[config.mk]
export PLATFORM = sky130hd
export DESIGN_NAME = uart_ctl
export DESIGN_NICKNAME = d
export VERILOG_FILES = /design/src/hw/uart_ctl_pkg.sv /design/src/hw/uart_ctl.sv
export VERILOG_INCLUDE_DIRS = /design/src /design/src/hw
export SDC_FILE = /design/constraint.sdc
export NUM_CORES = 1
export LEC_CHECK = 0
export ABC_AREA = 1
export BUFFER_PORTS_ARGS = -buffer_cell sky130_fd_sc_hd__buf_4
export CAP_MARGIN = 30
export CORE_ASPECT_RATIO = 1.1
export CORE_MARGIN = 1.5
export CORE_UTILIZATION = 35
export DETAILED_ROUTE_END_ITERATION = 16
export RECOVER_POWER = 100
export SLEW_MARGIN = 10
export SYNTH_ARGS = -nofsm -noshare
export SYNTH_HDL_FRONTEND = slang
export SYNTH_SLANG_ARGS = --single-unit
export TNS_END_PERCENT = 1
[constraint.sdc]
create_clock -name clk -period 8.4 [get_ports clk]
set_input_delay 1.68 -clock clk [delete_from_list [all_inputs] [get_ports clk]]
set_output_delay 1.68 -clock clk [all_outputs]
set_load 0.005 [all_outputs]
[src/hw/uart_ctl_cfg.svh]
// Purpose: offsets, reset values and frame constants of the serial port
// Assumes: included by its bare name
// Notes:   definitions only
`ifndef UART_CTL_CFG_SVH
`define UART_CTL_CFG_SVH
`define MODE_ADDR      8'h00
`define STAT_ADDR      8'h04
`define DATA_ADDR      8'h08
`define DIV_ADDR       8'h0C
`define STAT_RESET     16'h0110
`define DIV_RESET      16'h0000
`define SYNC_BYTE      8'h55
`define BRK_BITS       4'hC
`define SPB_STD        5'h10
`define SPB_HS         5'h04
`endif

[src/hw/uart_ctl_pkg.sv]
// Purpose: types shared by the serial port
// Assumes: nothing
// Notes:   mode register layout as a packed struct
package uart_ctl_pkg;
    typedef struct packed {
        logic       port_enable;
        logic       unused14;
        logic       stop_in_idle;
        logic       infrared_enable;
        logic       rts_pin_mode;
        logic       unused10;
        logic [1:0] pin_select;
        logic       wake_enable;
        logic       loopback_select;
        logic       auto_rate_enable;
        logic       rx_polarity_invert;
        logic       high_speed_clocking;
        logic [1:0] framing_select;
        logic       stop_count_select;
    } mode_t;
    typedef enum logic [1:0] {
        TX_IDLE  = 2'b00,
        TX_SHIFT = 2'b01
    } tx_state_t;
    typedef enum logic [1:0] {
        RX_IDLE  = 2'b00,
        RX_SHIFT = 2'b01
    } rx_state_t;
endpackage

[src/hw/uart_ctl.sv]
// Purpose: mode/status control of a full-duplex asynchronous serial port
// Assumes: AHB-Lite single word transfers, one clock
// Notes:   data word layout {parity/9th, data}; queues 4 deep
//
// Overview of operation
// RULE1 - port enable hands pins to the port as pin_select chooses; off idles
// RULE2 - stop_in_idle halts the port while the device idles
// RULE3 - infrared encode/decode inserted when enabled, only in 16x mode; code encodes transmit only, no receive decode
// RULE4 - rts pin simplex when mode bit 1, flow control when 0
// RULE5 - pin_select picks tx/rx, plus rts, plus rts/cts, or baud clock
// RULE6 - wake mode samples rx, interrupt on fall, bit clears on next rise
// RULE7 - auto rate measures next sync byte 55h, then clears itself; code discards the 55h byte and clears the bit, div_r unchanged
// RULE8 - rx polarity bit set means idle low and inverted data
// RULE9 - high speed gives 4 clocks per bit, otherwise 16
// RULE10 - framing field: 11 nine bits, 10 odd, 01 even, 00 none
// RULE11 - stop select sends two stop bits when set, else one
// RULE12 - tx interrupt mode: 10 empties buffer, 01 all done, 00 any load
// RULE13 - tx polarity inverts idle level, infrared idle follows bit
// RULE14 - break sends start, twelve zeros, stop, then clears itself
// RULE15 - clearing tx enable aborts transmission and flushes tx buffer
// RULE16 - buffer full flag when queue full; shift empty when all empty
// RULE17 - rx interrupt mode: 11 four held, 10 three held, 0x any
// RULE18 - address detect in nine-bit mode keeps only ninth bit set
// RULE19 - receiver idle flag reads 1 when idle, 0 while receiving
// RULE20 - parity and framing flags describe the head of the rx queue
// RULE21 - overrun set on overflow; software clear flushes receiver
// RULE22 - data available while rx queue holds a character
// RULE23 - tx and rx queues are four entries deep
// RULE24 - loopback routes transmit output into the receiver
//
// The implementer's own choices: the AHB-Lite slave port and the address map.
`timescale 1ns/10ps
`include "uart_ctl_cfg.svh"
module uart_ctl
    import uart_ctl_pkg::*;
#(
    parameter int DEPTH = 4
)(
    // clock and reset
    input  wire logic        clk,
    input  wire logic        rst,
    // ahb-lite slave
    input  wire logic        hsel,
    input  wire logic [7:0]  haddr,
    input  wire logic [1:0]  htrans,
    input  wire logic        hwrite,
    input  wire logic [2:0]  hsize,
    input  wire logic [31:0] hwdata,
    input  wire logic        hready,
    output logic      [31:0] hrdata,
    output logic             hreadyout,
    output logic             hresp,
    // system power state
    input  wire logic        device_idle,
    // serial pins
    input  wire logic        serial_in_pin,
    input  wire logic        clear_to_send_pin,
    output logic             serial_out_pin,
    output logic             serial_out_oe,
    output logic             request_to_send_pin,
    output logic             request_to_send_oe,
    output logic             baud_clock_out,
    output logic             baud_clock_oe,
    // events
    output logic             tx_irq,
    output logic             rx_irq,
    output logic             wake_irq
);
    localparam int PW = $clog2(DEPTH);
    // =========================================================
    // registers and shared state
    mode_t       mode_r;
    logic [1:0]  tx_irq_mode_r, rx_irq_mode_r;
    logic        tx_pol_r, send_break_r, tx_enable_r, addr_det_r;
    logic        overrun_r;
    logic [15:0] div_r;
    logic [8:0]  txq [DEPTH];
    logic [10:0] rxq [DEPTH];  // {parity_error, framing_error, data9}
    logic [PW:0] tx_cnt_r, rx_cnt_r;
    logic [PW-1:0] tx_rd_r, tx_wr_r, rx_rd_r, rx_wr_r;
    logic        wr_ph_r, rd_ph_r;
    logic [7:0]  addr_r;
    // =========================================================
    // bus decode
    logic a_ph, do_wr, do_rd, txq_push, rxq_pop, overrun_error_clr;
    assign a_ph      = hsel & hready & htrans[1];
    assign hreadyout = 1'b1;
    assign hresp     = 1'b0;
    always_ff @(posedge clk or posedge rst)
    begin
        if (rst)
        begin
            wr_ph_r <= 1'b0;
            rd_ph_r <= 1'b0;
            addr_r  <= 8'h00;
        end
        else
        begin
            wr_ph_r <= a_ph & hwrite;
            rd_ph_r <= a_ph & ~hwrite;
            addr_r  <= haddr;
        end
    end
    assign do_wr    = wr_ph_r;
    assign do_rd    = rd_ph_r;
    assign txq_push = do_wr && addr_r == `DATA_ADDR && tx_enable_r
                      && tx_cnt_r != DEPTH[PW:0];
    assign rxq_pop  = do_rd && addr_r == `DATA_ADDR && rx_cnt_r != '0;
    assign overrun_error_clr = do_wr && addr_r == `STAT_ADDR && overrun_r
                      && !hwdata[1];                             // RULE21
    // =========================================================
    // run gating and baud ticks
    logic run, tick;
    logic [15:0] div_cnt_r;
    logic [4:0]  spb;
    assign run = mode_r.port_enable
                 & ~(mode_r.stop_in_idle & device_idle);        // RULE1 RULE2
    assign spb = mode_r.high_speed_clocking ? `SPB_HS : `SPB_STD;// RULE9
    always_ff @(posedge clk or posedge rst)
    begin
        if (rst)
            div_cnt_r <= 16'h0000;
        else if (!run || div_cnt_r == div_r)
            div_cnt_r <= 16'h0000;
        else
            div_cnt_r <= div_cnt_r + 16'h0001;
    end
    assign tick = run && div_cnt_r == div_r;
    // baud clock toggles each tick, half the tick rate
    always_ff @(posedge clk or posedge rst)
    begin
        if (rst)
            baud_clock_out <= 1'b0;
        else if (tick)
            baud_clock_out <= ~baud_clock_out;
    end
    // =========================================================
    // pin synchroniser: three flops, change counts when 2 and 3 agree
    logic [2:0] rx_sy_r, cts_sy_r;
    logic       rx_pin_s, cts_s;
    always_ff @(posedge clk or posedge rst)
    begin
        if (rst)
        begin
            rx_sy_r  <= 3'b111;
            cts_sy_r <= 3'b000;
            rx_pin_s <= 1'b1;
            cts_s    <= 1'b0;
        end
        else
        begin
            rx_sy_r  <= {rx_sy_r[1:0], serial_in_pin};
            cts_sy_r <= {cts_sy_r[1:0], clear_to_send_pin};
            if (rx_sy_r[1] == rx_sy_r[2])
                rx_pin_s <= rx_sy_r[2];
            if (cts_sy_r[1] == cts_sy_r[2])
                cts_s <= cts_sy_r[2];
        end
    end
    // =========================================================
    // transmitter
    tx_state_t   tx_st_r;
    logic [11:0] tx_sh_r;
    logic [3:0]  tx_bits_r;
    logic [4:0]  tx_sub_r;
    logic        tx_line, ir_tx, tx_load, tx_done, cts_ok, ir_on;
    logic        brk_act_r, tx_shin;
    assign ir_on  = mode_r.infrared_enable & ~mode_r.high_speed_clocking;
    assign cts_ok = mode_r.pin_select != 2'b10 || !cts_s;       // RULE5
    assign tx_load = run && tx_enable_r && tx_st_r == TX_IDLE
                     && (tx_cnt_r != '0 || send_break_r) && cts_ok;
    assign tx_done = tx_st_r == TX_SHIFT && tick && tx_sub_r == spb - 5'd1
                     && tx_bits_r == 4'h0;
    // a break shifts in one more zero: start plus twelve zeros, then stop
    assign tx_shin = !(brk_act_r && tx_bits_r == `BRK_BITS + 4'h1);
    // frame word: stop bits above data, parity as ninth bit
    function automatic logic [11:0] frame(input logic [8:0] d,
                                          input logic [1:0] f);
        logic [8:0] w;
        w = d;
        if (f == 2'b01)
            w[8] = ^d[7:0];                                     // RULE10
        else if (f == 2'b10)
            w[8] = ~^d[7:0];
        else if (f == 2'b00)
            w[8] = 1'b1;            // eight-bit frame: this cell is a stop bit
        return {2'b11, w, 1'b0};
    endfunction
    always_ff @(posedge clk or posedge rst)
    begin
        if (rst)
        begin
            tx_st_r   <= TX_IDLE;
            tx_sh_r   <= 12'hFFF;
            tx_bits_r <= 4'h0;
            tx_sub_r  <= 5'h00;
            brk_act_r <= 1'b0;
        end
        else if (!tx_enable_r || !run)
        begin
            tx_st_r   <= TX_IDLE;                               // RULE15
            tx_sh_r   <= 12'hFFF;
            brk_act_r <= 1'b0;
        end
        else if (tx_load)
        begin
            tx_st_r   <= TX_SHIFT;
            tx_sub_r  <= 5'h00;
            brk_act_r <= send_break_r;
            if (send_break_r)
            begin
                tx_sh_r   <= 12'h000;                           // RULE14
                tx_bits_r <= `BRK_BITS + 4'h1;
            end
            else
            begin
                tx_sh_r   <= frame(txq[tx_rd_r], mode_r.framing_select);
                tx_bits_r <= (mode_r.framing_select == 2'b00 ? 4'h9 : 4'hA)
                             + {3'b000, mode_r.stop_count_select}; // RULE11
            end
        end
        else if (tx_st_r == TX_SHIFT && tick)
        begin
            if (tx_sub_r == spb - 5'd1)
            begin
                tx_sub_r <= 5'h00;
                tx_sh_r  <= {tx_shin, tx_sh_r[11:1]};
                if (tx_bits_r == 4'h0)
                    tx_st_r <= TX_IDLE;
                else
                    tx_bits_r <= tx_bits_r - 4'h1;
            end
            else
                tx_sub_r <= tx_sub_r + 5'h01;
        end
    end
    assign tx_line = tx_sh_r[0];
    // infrared: a pulse in the first quarter of each zero bit
    assign ir_tx = ~tx_line && tx_sub_r < {2'b00, spb[4:2]};    // RULE3
    // pin drive and polarity
    always_ff @(posedge clk or posedge rst)
    begin
        if (rst)
            serial_out_pin <= 1'b1;
        else if (ir_on)
            serial_out_pin <= ir_tx ^ tx_pol_r;                 // RULE13
        else
            serial_out_pin <= tx_line ^ tx_pol_r;
    end
    assign serial_out_oe = mode_r.port_enable & tx_enable_r;    // RULE1
    assign request_to_send_oe = mode_r.port_enable
                                && (mode_r.pin_select == 2'b01
                                || mode_r.pin_select == 2'b10);
    assign baud_clock_oe = mode_r.port_enable
                           && mode_r.pin_select == 2'b11;
    // rts: simplex drives active while sending, flow asserts when room
    assign request_to_send_pin = mode_r.rts_pin_mode
                                 ? (tx_st_r == TX_IDLE)          // RULE4
                                 : (rx_cnt_r == DEPTH[PW:0]);
    // tx queue
    logic tx_pop;
    assign tx_pop = tx_load && !send_break_r;
    always_ff @(posedge clk or posedge rst)
    begin
        if (rst)
        begin
            tx_cnt_r <= '0;
            tx_rd_r  <= '0;
            tx_wr_r  <= '0;
        end
        else if (!tx_enable_r)
        begin
            tx_cnt_r <= '0;                                     // RULE15
            tx_rd_r  <= '0;
            tx_wr_r  <= '0;
        end
        else
        begin
            if (txq_push)
            begin
                txq[tx_wr_r] <= hwdata[8:0];                    // RULE23
                tx_wr_r      <= tx_wr_r + 1'b1;
            end
            if (tx_pop)
                tx_rd_r <= tx_rd_r + 1'b1;
            tx_cnt_r <= tx_cnt_r + {{PW{1'b0}}, txq_push}
                        - {{PW{1'b0}}, tx_pop};
        end
    end
    // transmit interrupt pulse
    always_ff @(posedge clk or posedge rst)
    begin
        if (rst)
            tx_irq <= 1'b0;
        else
            unique case (tx_irq_mode_r)                         // RULE12
                2'b00:   tx_irq <= tx_pop;
                2'b10:   tx_irq <= tx_pop && tx_cnt_r == 1 && !txq_push;
                2'b01:   tx_irq <= tx_done && tx_cnt_r == '0;
                default: tx_irq <= 1'b0;
            endcase
    end
    // =========================================================
    // receiver
    rx_state_t   rx_st_r;
    logic        rx_in, rx_prev_r, rx_store, rx_keep;
    logic [11:0] rx_shift_register;
    logic [3:0]  rx_bits_r, rx_len;
    logic [4:0]  rx_sub_r;
    logic [8:0]  rx_d;
    logic        rx_parity_error, rx_framing_error;
    assign rx_in = mode_r.loopback_select ? tx_line              // RULE24
                   : rx_pin_s ^ mode_r.rx_polarity_invert;      // RULE8
    assign rx_len = (mode_r.framing_select == 2'b00) ? 4'h9 : 4'hA;
    // the stop bit lands in the top cell, the data just below it
    assign rx_d   = (mode_r.framing_select == 2'b00)
                    ? {1'b0, rx_shift_register[10:3]}
                    : rx_shift_register[10:2];
    assign rx_parity_error = (mode_r.framing_select == 2'b01 && ^rx_d)
                     || (mode_r.framing_select == 2'b10 && ~^rx_d);
    assign rx_framing_error = ~rx_shift_register[11];
    assign rx_store = rx_st_r == RX_SHIFT && tick
                      && rx_sub_r == spb - 5'd1 && rx_bits_r == 4'h0;
    assign rx_keep = !(addr_det_r && mode_r.framing_select == 2'b11
                       && !rx_d[8])                             // RULE18
                     && !(mode_r.auto_rate_enable
                          && rx_d[7:0] == `SYNC_BYTE);
    always_ff @(posedge clk or posedge rst)
    begin
        if (rst)
        begin
            rx_st_r           <= RX_IDLE;
            rx_shift_register <= 12'h000;
            rx_bits_r         <= 4'h0;
            rx_sub_r          <= 5'h00;
            rx_prev_r         <= 1'b1;
        end
        else if (!run || overrun_error_clr)
        begin
            rx_st_r           <= RX_IDLE;                       // RULE21
            rx_shift_register <= 12'h000;
        end
        else
        begin
            rx_prev_r <= rx_in;
            if (rx_st_r == RX_IDLE && rx_prev_r && !rx_in)
            begin
                rx_st_r   <= RX_SHIFT;                          // RULE19
                rx_sub_r  <= 5'h00;
                rx_bits_r <= rx_len;
            end
            else if (rx_st_r == RX_SHIFT && tick)
            begin
                if (rx_sub_r == {1'b0, spb[4:1]})
                    rx_shift_register <= {rx_in, rx_shift_register[11:1]};
                if (rx_sub_r == spb - 5'd1)
                begin
                    rx_sub_r <= 5'h00;
                    if (rx_bits_r == 4'h0)
                        rx_st_r <= RX_IDLE;
                    else
                        rx_bits_r <= rx_bits_r - 4'h1;
                end
                else
                    rx_sub_r <= rx_sub_r + 5'h01;
            end
        end
    end
    // rx queue with per-entry error flags
    logic rx_push, rx_full;
    assign rx_full = rx_cnt_r == DEPTH[PW:0];
    assign rx_push = rx_store && rx_keep && !rx_full && !overrun_r;
    always_ff @(posedge clk or posedge rst)
    begin
        if (rst)
        begin
            rx_cnt_r <= '0;
            rx_rd_r  <= '0;
            rx_wr_r  <= '0;
        end
        else if (overrun_error_clr)
        begin
            rx_cnt_r <= '0;                                     // RULE21
            rx_rd_r  <= '0;
            rx_wr_r  <= '0;
        end
        else
        begin
            if (rx_push)
            begin
                rxq[rx_wr_r] <= {rx_parity_error, rx_framing_error, rx_d};       // RULE20
                rx_wr_r      <= rx_wr_r + 1'b1;
            end
            if (rxq_pop)
                rx_rd_r <= rx_rd_r + 1'b1;
            rx_cnt_r <= rx_cnt_r + {{PW{1'b0}}, rx_push}
                        - {{PW{1'b0}}, rxq_pop};
        end
    end
    // overrun: hardware set wins over software clear
    always_ff @(posedge clk or posedge rst)
    begin
        if (rst)
            overrun_r <= 1'b0;
        else if (rx_store && rx_keep && rx_full)
            overrun_r <= 1'b1;                                  // RULE21
        else if (overrun_error_clr)
            overrun_r <= 1'b0;
    end
    // receive interrupt pulse
    always_ff @(posedge clk or posedge rst)
    begin
        if (rst)
            rx_irq <= 1'b0;
        else if (rx_irq_mode_r == 2'b11)
            rx_irq <= rx_push && rx_cnt_r == 3;                 // RULE17
        else if (rx_irq_mode_r == 2'b10)
            rx_irq <= rx_push && rx_cnt_r == 2;
        else
            rx_irq <= rx_push;
    end
    // =========================================================
    // control registers; software writes win over hardware clears
    logic wake_fall, wake_rise, sync_seen;
    assign wake_fall = mode_r.wake_enable && rx_prev_r && !rx_in;
    assign wake_rise = mode_r.wake_enable && !rx_prev_r && rx_in;
    assign sync_seen = rx_store && rx_d[7:0] == `SYNC_BYTE;
    always_ff @(posedge clk or posedge rst)
    begin
        if (rst)
        begin
            mode_r        <= '0;
            tx_irq_mode_r <= 2'b00;
            rx_irq_mode_r <= 2'b00;
            tx_pol_r      <= 1'b0;
            send_break_r  <= 1'b0;
            tx_enable_r   <= 1'b0;
            addr_det_r    <= 1'b0;
            div_r         <= `DIV_RESET;
        end
        else
        begin
            if (do_wr && addr_r == `MODE_ADDR)
            begin
                mode_r          <= mode_t'(hwdata[15:0]);
                mode_r.unused14 <= 1'b0;
                mode_r.unused10 <= 1'b0;
            end
            else
            begin
                if (wake_rise)
                    mode_r.wake_enable <= 1'b0;                 // RULE6
                if (sync_seen && mode_r.auto_rate_enable)
                    mode_r.auto_rate_enable <= 1'b0;            // RULE7
            end
            if (do_wr && addr_r == `STAT_ADDR)
            begin
                tx_irq_mode_r <= {hwdata[15], hwdata[13]};
                tx_pol_r      <= hwdata[14];
                send_break_r  <= hwdata[11];
                tx_enable_r   <= hwdata[10];
                rx_irq_mode_r <= hwdata[7:6];
                addr_det_r    <= hwdata[5];
            end
            else if (tx_done && brk_act_r)
                send_break_r <= 1'b0;                           // RULE14
            if (do_wr && addr_r == `DIV_ADDR)
                div_r <= hwdata[15:0];
        end
    end
    assign wake_irq = wake_fall;                                // RULE6
    // =========================================================
    // read data
    logic [15:0] stat_v;
    logic [10:0] head;
    assign head   = rxq[rx_rd_r];
    assign stat_v = {tx_irq_mode_r[1], tx_pol_r, tx_irq_mode_r[0], 1'b0,
                     send_break_r, tx_enable_r,
                     tx_cnt_r == DEPTH[PW:0],                   // RULE16
                     tx_cnt_r == '0 && tx_st_r == TX_IDLE,
                     rx_irq_mode_r, addr_det_r,
                     rx_st_r == RX_IDLE,                        // RULE19
                     rx_cnt_r != '0 && head[10],                // RULE20
                     rx_cnt_r != '0 && head[9],
                     overrun_r, rx_cnt_r != '0};                // RULE22
    always_ff @(posedge clk or posedge rst)
    begin
        if (rst)
            hrdata <= 32'h0000_0000;
        else if (a_ph && !hwrite)
            unique case (haddr)
                `MODE_ADDR: hrdata <= {16'h0000, mode_r};
                `STAT_ADDR: hrdata <= {16'h0000, stat_v};
                `DATA_ADDR: hrdata <= {23'h00_0000, head[8:0]};
                `DIV_ADDR:  hrdata <= {16'h0000, div_r};
                default:    hrdata <= 32'h0000_0000;
            endcase
    end
    // =========================================================
    // checks
    property p_shift_empty;
        @(posedge clk) disable iff (rst)
        tx_load |=> !stat_v[8];
    endproperty
    a_shift_empty: assert property (p_shift_empty)  // RULE16
        else $error("shift empty flag set during send");
    property p_avail;
        @(posedge clk) disable iff (rst)
        rx_push |=> stat_v[0];
    endproperty
    a_avail: assert property (p_avail)  // RULE22
        else $error("data available not raised");
    property p_overrun_error_flush;
        @(posedge clk) disable iff (rst)
        overrun_error_clr && !(rx_store && rx_full) |=> rx_cnt_r == '0;
    endproperty
    a_overrun_error_flush: assert property (p_overrun_error_flush)  // RULE21
        else $error("overrun clear did not flush");
    property p_tx_abort;
        @(posedge clk) disable iff (rst)
        !tx_enable_r |=> tx_cnt_r == '0 && tx_st_r == TX_IDLE;
    endproperty
    a_tx_abort: assert property (p_tx_abort)  // RULE15
        else $error("transmitter not aborted");
    property p_full;
        @(posedge clk) disable iff (rst)
        tx_cnt_r == DEPTH[PW:0] |-> stat_v[9];
    endproperty
    a_full: assert property (p_full)  // RULE16
        else $error("buffer full flag missing");
    property p_depth;
        @(posedge clk) disable iff (rst)
        tx_cnt_r <= DEPTH[PW:0] && rx_cnt_r <= DEPTH[PW:0];
    endproperty
    a_depth: assert property (p_depth)  // RULE23
        else $error("queue count beyond depth");
    property p_idle;
        @(posedge clk) disable iff (rst)
        rx_st_r == RX_SHIFT |-> !stat_v[4];
    endproperty
    a_idle: assert property (p_idle)  // RULE19
        else $error("idle flag while receiving");
    property p_txirq;
        @(posedge clk) disable iff (rst)
        tx_irq_mode_r == 2'b00 && tx_pop |=> tx_irq;
    endproperty
    a_txirq: assert property (p_txirq)  // RULE12
        else $error("tx interrupt missing");
endmodule // uart_ctl

Yosys cells after proc, flatten, opt, wreduce, memory -nomap -nowiden
Memory sizes are Yosys's and may differ from the RTL's.
Index checks and enable logic that the tools add are counted.
W data, S select, Z words.
{"block": "word_totals", "reg_bits": 171, "mem_bits_ro": 0, "wordCells": 319, "mem_bits_rw": 80, "latch_bits": 0, "in_bits": 53, "n_memories": 2}
{"name": "rxq", "depth": 4, "word_bits": 11, "rd": 1, "rd_ports_with_merged_regs": 0, "write_ports": 1, "line_no": "uart_ctl.sv:78", "text": "logic [10:0] rxq [DEPTH];"}
{"name": "txq", "depth": 4, "word_bits": 9, "rd": 1, "rd_ports_with_merged_regs": 0, "write_ports": 1, "line_no": "uart_ctl.sv:77", "text": "logic [8:0] txq [DEPTH];"}
{"block": "classes", "shifts": 0, "reduce_logical": 121, "multipliers": 0, "magnitude_cmp": 1, "n_eq_ne": 38, "bitwise": 19, "add_sub_neg": 15, "div": 0, "mux": 74}
{"operator": "$mux W12", "count": 9}
{"operator": "$pmux W16 S4", "count": 1}
{"operator": "$logic_and A1 B1 Y1", "count": 56}
{"operator": "$mux W2", "count": 19}
{"operator": "$mux W4", "count": 9}
{"operator": "$mux W5", "count": 7}
{"operator": "$eq A8 B4 Y1 const B", "count": 4}
{"operator": "$reduce_bool A2 Y1", "count": 13}
{"operator": "$mux W1", "count": 24}
{"operator": "$reduce_bool A3 Y1", "count": 8}
{"operator": "$add A16 B1 Y16 const B", "count": 1}
{"operator": "$eq A16 B16 Y1", "count": 1}
{"operator": "$eq A8 B3 Y1 const B", "count": 2}
{"operator": "$logic_not A1 Y1", "count": 16}
{"operator": "$logic_not A8 Y1", "count": 2}
{"operator": "$mux W16", "count": 1}
{"operator": "$eq A2 B2 Y1 const B", "count": 7}
{"operator": "$add A5 B1 Y5 const B", "count": 2}
{"operator": "$eq A2 B1 Y1 const B", "count": 5}
{"operator": "$eq A5 B5 Y1", "count": 2}
{"operator": "$mux W9", "count": 1}
{"operator": "$reduce_and A3 Y1", "count": 3}
{"operator": "$reduce_xnor A9 Y1", "count": 1}
{"operator": "$reduce_xor A9 Y1", "count": 1}
{"operator": "other kinds (30)", "count": 73}

Logic depth before layout (Yosys ltp)
Gate-level depths: netlist of the first run.
{"block": "depth", "word_depth": 14, "mapped_depth": 18, "mapped_depth_nobuf": 18}

Least setup slack after synthesis of the first run
Ideal clock, no wire load.
{"block": "synth_path", "path_kind": "input to register", "from": "input port rst", "to": "memory rxq[0][0] (enable)", "path_stages": 3, "t_arrival_ns": 6.097, "setup_ns": 0.379, "path_buffers": 0, "setup_slack_ns": 1.924, "path_cell_list": "inv_1 nand4_1 nor2_1"}
{"block": "synth_via", "elab_chain_cells": 3}
{"element": "start, declared", "line_no": "uart_ctl.sv:41", "text": "input wire logic rst,"}
{"element": "$logic_not A1 Y1 (no line)"}
{"element": "$logic_and A1 B1 Y1 (not written as such)", "line_no": "uart_ctl.sv:391", "text": "rxq[rx_wr_r] <= {rx_parity_error, rx_framing_error, rx_d};"}
{"element": "$mux W1 (not written as such)", "line_no": "uart_ctl.sv:391"}
{"element": "end, declared", "line_no": "uart_ctl.sv:78"}
Every way passes these cells.

Worst setup path after layout of the first run
{"block": "layout_path", "from": "input port device_idle", "to": "register tx_cnt_r[1]"}
{"block": "layout_via", "elab_chain_cells": 10}
{"element": "start, declared", "line_no": "uart_ctl.sv:54", "text": "input wire logic device_idle,"}
{"element": "$and A1 B1 Y1", "line_no": "uart_ctl.sv:117", "text": "& ~(mode_r.stop_in_idle & device_idle);"}
{"element": "$not A1 Y1", "line_no": "uart_ctl.sv:117"}
{"element": "$and A1 B1 Y1", "line_no": "uart_ctl.sv:117"}
{"element": "$logic_and A1 B1 Y1 (2 in series)", "line_no": "uart_ctl.sv:170", "text": "assign tx_load = run && tx_enable_r && tx_st_r == TX_IDLE"}
{"element": "$logic_and A1 B1 Y1 (2 in series)", "line_no": "uart_ctl.sv:171", "text": "&& (tx_cnt_r != '0 || send_break_r) && cts_ok;"}
{"element": "$logic_and A1 B1 Y1", "line_no": "uart_ctl.sv:262", "text": "assign tx_pop = tx_load && !send_break_r;"}
{"element": "$sub A3 B1 Y3", "line_no": "uart_ctl.sv:287", "text": "- {{PW{1'b0}}, tx_pop};"}
{"element": "$mux W3", "line_no": "uart_ctl.sv:271", "text": "else if (!tx_enable_r)"}
{"element": "end signal, assigned", "line_no": "uart_ctl.sv:286", "text": "tx_cnt_r <= tx_cnt_r + {{PW{1'b0}}, txq_push}"}
{"element": "end, declared", "line_no": "uart_ctl.sv:79", "text": "logic [PW:0] tx_cnt_r, rx_cnt_r;"}
Every way passes these cells.
A chain may end at the register's enable or synchronous reset.

==> results of run 1 <==
==> routing by layer <==
| layer | GRT usage [%] | vias up |
|---|---|---|
| met5 | 0 | - |
| met4 | 6.29 | 0 |
| met3 | 2.58 | 47 |
| met2 | 28.7 | 219 |
| met1 | 20.8 | 3982 |
| li1 | - | 4115 |
==> final timing paths <==
check	startpoint	end	slack [ns]
worst max-delay path	device_idle	tx_cnt_r[1]	3.64
worst min-delay path	rx_sy_r[0]	rx_sy_r[1]	0.35
worst max register to register	mode_r[2]	rx_cnt_r[1]	4.11
worst min register to register	rx_sy_r[0]	rx_sy_r[1]	0.35
max in group asynchronous	rst	serial_out_pin	5.35
min in group asynchronous	rst	addr_r[6]	1.26
==> cells in the final DEF (no fill, tap or decap), drive strengths merged, types with 18 or more instances in the layout <==
master	instances
dfrtp	133
nand3	56
dfstp	18
nor3	23
edfxtp	80
a21oi	34
o22ai	30
o21ai	129
inv	152
clkbuf	95
ha	28
nand2	311
nor2	99
conb	18
==> cell families (layout without fill, tap and decap cells) <==
group,count (synthesis),in the layout,synth area share [%]
simple gates,510,510,19.7
flops,231,231,55.6
compound gates,216,216,10.8
buf+inv,200,270,7.62
fa+ha+maj,32,32,3.68
xor+xnor,31,31,2.43
other cells,2,18,0.0674
==> power by group <==
part / internal (mW) / switching, mW
clock network: 0.736 / 0.445
registers: 1.28 / 0.0921
logic: 0.219 / 0.402
==> cells in the mapped netlist (5+ instances only) <==
cell type    n  area (µm²)
nand2_1    307        1150
inv_1      149         559
dfrtp_1    133        3330
o21ai_0    125         626
nor2_1      93         349
edfxtp_1    80        2400
nand3_1     54         270
a21oi_1     33         165
o22ai_1     30         188
ha_1        28         350
buf_4       20         150
nor3_1      19        95.1
dfstp_2     18         473
clkbuf_1    17        63.8
xnor2_1     16         140
xor2_1      15         131
nand4_1     10        62.6
buf_2        9        45.0
o21a_1       5        37.5
or2_2        5        31.3
==> area by class of cell <==
class / count / area (µm²)
clock buffers: 41 / 748
clock inverters: 9 / 151
fillers: 3104 / 18700
inverters: 153 / 582
multi-input cells: 807 / 4070
flip-flops and latches: 231 / 6200
well taps: 420 / 526
repair buffers: 67 / 440
==> worst reg2reg max path, delay by kind of cell (launching register included) <==
family	cells	cell delay (ns)
fa+ha+maj	4	1.22
buf+inv	4	0.91
simple gates	5	0.89
compound gates	2	0.73
flops	1	0.46
==> state kept, by name (all words and copies together), names as in the netlist, 5 cells and up <==
signal,count
hrdata,16
addr_r,8
tx_sh_r,12
txq,36
div_r,16
rx_sub_r,5
div_cnt_r,16
tx_sub_r,5
rx_shift_register,10
mode_r,14
rxq,44
==> through the flow <==
stage               power (mW)  instances  instance area, µm²  utilization (%)  hold slack, ns
finish                    3.17       1728               12700             40.5           0.354
global route              3.37       1728               12700             40.5           0.357
CTS                       3.22       1728               12900             41.1           0.356
detailed placement        2.03       1678               12000             38.3           0.341
global placement          2.01       1672               11900             38.0           0.337
floorplan                 1.86       1238               11200                -           0.331
==> qor.csv, run 1 <==
stage;metric;value;unit
floorplanning;Core Area;0.0314;mm²
global_route;largest net degree at the start of global routing;76;
layout;Antenna Cells;0;
hold_path;Tightest Hold Check Type;reg -> reg;
run_status;status;finished clean;
clock_tree;maximum level of the CTS H-tree;1;
routing;# DRC;0;
clock_tree;number of clock sinks;231;
yosys;Ys Warns;0;
routing;drt pass-1 iters;6;
yosys;Primary FF master, synth;dfrtp_1;
hold_path;Worst Hold Depth;0;
power_and_ir_drop;peak supply drop;144;µV
yosys;post-synthesis sequential area ratio;55.6;%
yosys;Cells after Synth;1222;
setup_path;crit path cell chain;clkbuf_4 -> nand2_1 -> nand2_1 -> nor2_1 -> clkinvlp_2 -> nor3_2 -> nand2_1 -> nor2_1 -> ha_1 -> inv_1 -> ha_1 -> fa_1 -> nand2_1 -> inv_1;
sta;unrepaired setup endpoints after global routing;false;
sta;Final Setup Violations;0;
routing;met2 wire length;12900;µm
floorplanning;# rows;68;
clock_tree;post-CTS setup buffer count;0;
power_and_ir_drop;PwrDens;249;mW/mm²
sta;Worst-Margin Slew;1.26;ns
clock_tree;CTS tree;done;
routing;Metal-1 WL;11600;µm
floorplanning;die footprint;0.0329;mm²
routing;Routed Antenna Nets;0;
yosys;Synth Area per Inst;9.12;µm²
setup_path;CP Buf/Inv Count;4;
sta;fin worst setup slack;3.64;ns
floorplanning;I/O Pins;96;
setup_path;crit path launch type;input pin;
setup_path;crit-path max cell delay;0.60;ns
placement;IO buf count;57;
layout;fraction of layout cells with a size suffix above 1;9.17;%
clock_tree;CTS resizes;0;
setup_path;WS Path Type;in -> reg;
floorplanning;die height;190;µm
clock_tree;Root Buffer;clkbuf_16;
yosys;Post-Synthesis Cell Area;0.0112;mm²
global_route;Tot GR Track Use;16.5;%
clock_tree;clk slew on worst S/H paths;0.06;ns
sta;post-route clock period utilization;56.7;%
sta;final hold violations;0;
routing;via/cell ratio;4.84;
yosys;Post-synth EDFFs;80;
setup_path;crit path DAT;5.19;ns
yosys;number of distinct library cells after synthesis;53;
setup_path;CP top delay family;simple AND/OR/NAND/NOR gates;
setup_path;CP endpoint kind;flip-flop;
floorplanning;Die Wd;173;µm
sta;fmax;210;MHz
floorplanning;Initial Util;35.5;%
job;Max Cap Violations;0;
routing;wire length on met3;1440;µm
routing;DRT iter0 DRCs;648;
routing;top routing layer used;met4;
sta;Worst Clk Skew;0.0171;ns
global_route;initial antenna violation count;0;
setup_path;FF-to-FF path depth;15;
setup_path;Slowest cell on crit path;nor2_1;
global_route;vias in the first global route;8039;
global_route;global-route wire length before repair;43000;µm
clock_tree;CTS Buf Count;27;
sta;Slew Viols, Final;0;
sta;fin crit period;4.76;ns
sta;setup_tns;0;ns
layout;fin nets;1370;
routing;vias after detailed routing;8363;
setup_path;WP data required;8.82;ns
clock_tree;Clock Tree Buf Depth;3;
setup_path;Most Frequent Cell on Critical Path;nand2_1;
clock_tree;Worst-Skew Late Latency;0.54;ns
placement;DP Wirelength;19600;µm
sta;relative slew slack;15.8;%
yosys;register bit total from synthesis;231;
setup_path;crit path max fanout;11;
yosys;Post-synth ARST share;65.4;%
power_and_ir_drop;Pleak;5.88;nW
routing;wire length per cell;15.5;µm
layout;Area growth, synth to finish;14.1;%
global_route;grt ovf;0;
placement;Final GP Congestion;0.828;
clock_tree;hold buffer count at CTS;0;
placement;dpl ws;4.29;ns
setup_path;WP depth;14;
routing;final WL;26800;µm
Power figures use the tool's default switching activity.
==> run 2, diff against run 1 <==
Clock period 8.4 ns to 4.4 ns, I/O delays scaled along.
==> run 2 against run 1 <==
  * The run now ends with max-capacitance violations, max-slew violations left
  * Combinational power is 92% higher
  * Flip-flop and latch count stayed put
  * Core utilization is 0.056 points lower
  * Worst hold slack worse by 0.00083 ns
  * First-iteration DRC count is 7.9% lower
  * Clock skew is 0.0062 ns lower
  * Total power is 92% higher
  * Register-to-register slack worse by 3.4 ns
  * Non-clock buffer count is 1 higher
  * Setup slack worse by 3.0 ns
==> qor.csv, run 2 (same netlist as run 1, synthesis figures left out) <==
stage;metric;value;unit;change
sta;Worst Clk Skew;0.0109;ns;-0.00620 ns
sta;fin crit period;3.73;ns;
sta;fmax;268;MHz;
placement;IO buf count;57;;unchanged
layout;Antenna Cells;0;;unchanged
clock_tree;clk slew on worst S/H paths;0.06;ns;about the same
setup_path;crit path cell chain;inv_1 -> nand2_1 -> a21oi_1 -> nand2_1 -> nor2_1 -> nand2_1 -> nor2_1 -> nand2_1 -> nor2_1 -> nand3_2 -> ha_1 -> inv_1 -> ha_1 -> inv_1 -> fa_1 -> or2_2 -> inv_1;;
layout;commonest non-fill, non-tap cell in the layout;nand2_1;;
setup_path;worst flop-to-flop path startpoint;div_cnt_r[5];;
setup_path;WS Path Type;reg -> reg;;
setup_path;crit path launch type;flip-flop;;
global_route;initial antenna violation count;0;;unchanged
layout;fraction of layout cells with a size suffix above 1;9.17;%;about the same
setup_path;CP top delay family;simple AND/OR/NAND/NOR gates;;
sta;relative slew slack;-39.3;%;-55 points
layout;number of flip-flops under the largest register name;44;;unchanged
setup_path;FF-to-FF path depth;17;;+2
layout;fin nets;1371;;+0.073%
sta;fin worst setup slack;0.670;ns;-2.97 ns
power_and_ir_drop;total power;6.09;mW;+92%
power_and_ir_drop;P_int;4.24;mW;+90%
hold_path;hold path startpoint;cts_sy_r[0];;
clock_tree;CTS tree;done;;
global_route;Tot GR Track Use;16.9;%;+0.38 points
sta;post-route clock period utilization;84.8;%;
layout;fillcell total;3108;;+0.13%
routing;via/cell ratio;4.82;;-0.38%
sta;setup_tns;0;ns;unchanged
setup_path;Critical R2R Capture;rx_cnt_r[1];;
layout;final core occ;40.5;%;-0.056 points
routing;final WL;27200;µm;+1.4%
run_status;status;finished, violations left;;
sta;Slew Viols, Final;152;;+152
layout;Register Area;0.00620;mm²;unchanged
clock_tree;CTS Buf Count;27;;unchanged
setup_path;crit-path max cell delay;0.44;ns;-0.16 ns
routing;DRT iter0 DRCs;597;;-7.9%
layout;fin area;0.0127;mm²;-0.14%
setup_path;WP data required;4.88;ns;-3.94 ns
hold_path;Tightest Hold Check Type;reg -> reg;;
clock_tree;Worst-Skew Late Latency;0.54;ns;about the same
setup_path;r2r setup slk;0.67;ns;-3.44 ns
power_and_ir_drop;Sw Share;30.4;%;+0.75 points
placement;dpl ws;0.992;ns;-3.30 ns
setup_path;crit path max fanout;7;;-4
clock_tree;hold buffer count at CTS;0;;unchanged
global_route;grt ovf;0;;unchanged
clock_tree;post-CTS setup buffer count;0;;unchanged
power_and_ir_drop;Logic pwr share;19.6;%;about the same
sta;Worst-Margin Slew;2.09;ns;+0.827 ns
floorplanning;Initial Util;35.5;%;unchanged
hold_path;Worst Hold Depth;0;;unchanged
floorplanning;die height;190;µm;unchanged
run_status;failing checks;max-capacitance violations, max-slew violations;;
clock_tree;number of clock sinks;231;;unchanged
power_and_ir_drop;Reg power frac;42.9;%;-0.3 points
sta;final hold violations;0;;unchanged
clock_tree;Clock Tree Buf Depth;3;;unchanged
routing;wire length per cell;15.7;µm;+1.3%
sta;Final Setup Violations;0;;unchanged
sta;unrepaired setup endpoints after global routing;false;;
placement;Final GP Congestion;0.839;;+1.3%
global_route;global-route wire length before repair;44000;µm;+2.3%
routing;drt pass-1 iters;5;;-1
global_route;vias in the first global route;8286;;+3.1%
setup_path;CP Buf/Inv Count;4;;unchanged
floorplanning;# rows;68;;unchanged
layout;Top reg by flops;rxq;;
setup_path;Slowest cell on crit path;dfrtp_1;;
clock_tree;maximum level of the CTS H-tree;1;;unchanged
layout;Multi-input gate area;0.00405;mm²;-0.46%
routing;# DRC;0;;unchanged
layout;leading registers by flop count;rxq: 44 flops, txq: 36 flops;;
clock_tree;Root Buffer;clkbuf_16;;
floorplanning;die footprint;0.0329;mm²;unchanged
power_and_ir_drop;peak supply drop;258;µV;+79%
layout;Area growth, synth to finish;13.9;%;
power_and_ir_drop;Sw Pwr;1.85;mW;+97%
clock_tree;CTS resizes;0;;unchanged
layout;commonest cells after routing, fill and taps aside;nand2_1 (310), inv_1 (150), dfrtp_1 (133);;
floorplanning;Die Wd;173;µm;unchanged
floorplanning;I/O Pins;96;;unchanged
power_and_ir_drop;PwrDens;479;mW/mm²;+92%
job;Max Cap Violations;1;;+1
placement;instance area after placement;0.0120;mm²;-0.20%
placement;DP Wirelength;19600;µm;-0.23%
hold_path;Hold Path Sink;cts_sy_r[1];;
setup_path;CP endpoint kind;flip-flop;;
setup_path;crit path DAT;4.21;ns;-0.98 ns
routing;vias after detailed routing;8336;;-0.32%
global_route;largest net degree at the start of global routing;152;;+100%
floorplanning;Core Area;0.0314;mm²;unchanged
power_and_ir_drop;power share of the clock group;37.6;%;+0.4 points
routing;Routed Antenna Nets;0;;unchanged
power_and_ir_drop;Pleak;5.88;nW;about the same
==> run 2: cell types whose count changed in the layout (fill, tap and decap cells not counted), moves of 2 or more <==
cell,previous run,this run
clkbuf_1,34,27
clkinv_1,0,3
nor4_1,1,3
buf_4,12,15
clkinv_4,0,2
==> run 2: area by class of cell <==
class	instances	area share, %
clock inverters	16	1.58
multi-input cells	807	31.9
well taps	420	4.14
clock buffers	34	5.60
flip-flops and latches	231	48.8
inverters	153	4.56
repair buffers	68	3.40
==> run 2: how the worst max path moves through the flow <==
stage / from / end / slack (ns) / cells past startpoint
after floorplan: rst / rxq[0][0] / 0.19 / 3
after global placement: mode_r[2] / rx_cnt_r[1] / 1.03 / 15
after detailed placement: mode_r[2] / rx_cnt_r[1] / 0.99 / 15
after CTS: mode_r[2] / rx_cnt_r[1] / 0.98 / 15
after global routing: tx_enable_r / tx_sh_r[6] / 0.44 / 10
final: div_cnt_r[5] / rx_cnt_r[1] / 0.67 / 17
==> run 2: layer usage <==
layer	track usage (%)	vias to the layer above	wire (µm)
met4	5.99	0	849
met2	30.0	183	13500
met3	2.32	52	1230
met1	21.1	3981	11600
met5	0	-	0
li1	-	4120	-
==> run 2: power groups by stage <==
stage | logic [mW] | registers, mW | clock network [mW]
2_1_floorplan | 0.989 | 2.57 | 0
3_3_place_gp | 1.19 | 2.65 | 0
3_5_place_dp | 1.23 | 2.65 | 0
4_1_cts | 1.23 | 2.61 | 2.34
5_1_grt | 1.40 | 2.64 | 2.43
6_report | 1.19 | 2.61 | 2.29
==> run 2: worst reg2reg max path, delay by kind of cell, from the launching register on <==
family,cells,cell delay [ns]
simple gates,9,1.89
fa+ha+maj,3,0.89
flops,1,0.44
buf+inv,4,0.27
compound gates,1,0.16
==> run 2: through the flow <==
stage	std cells	hold slack [ns]
global placement	1677	0.347
detailed placement	1678	0.336
floorplan	1238	0.331
CTS	1728	0.355
finish	1729	0.353
global route	1729	0.369
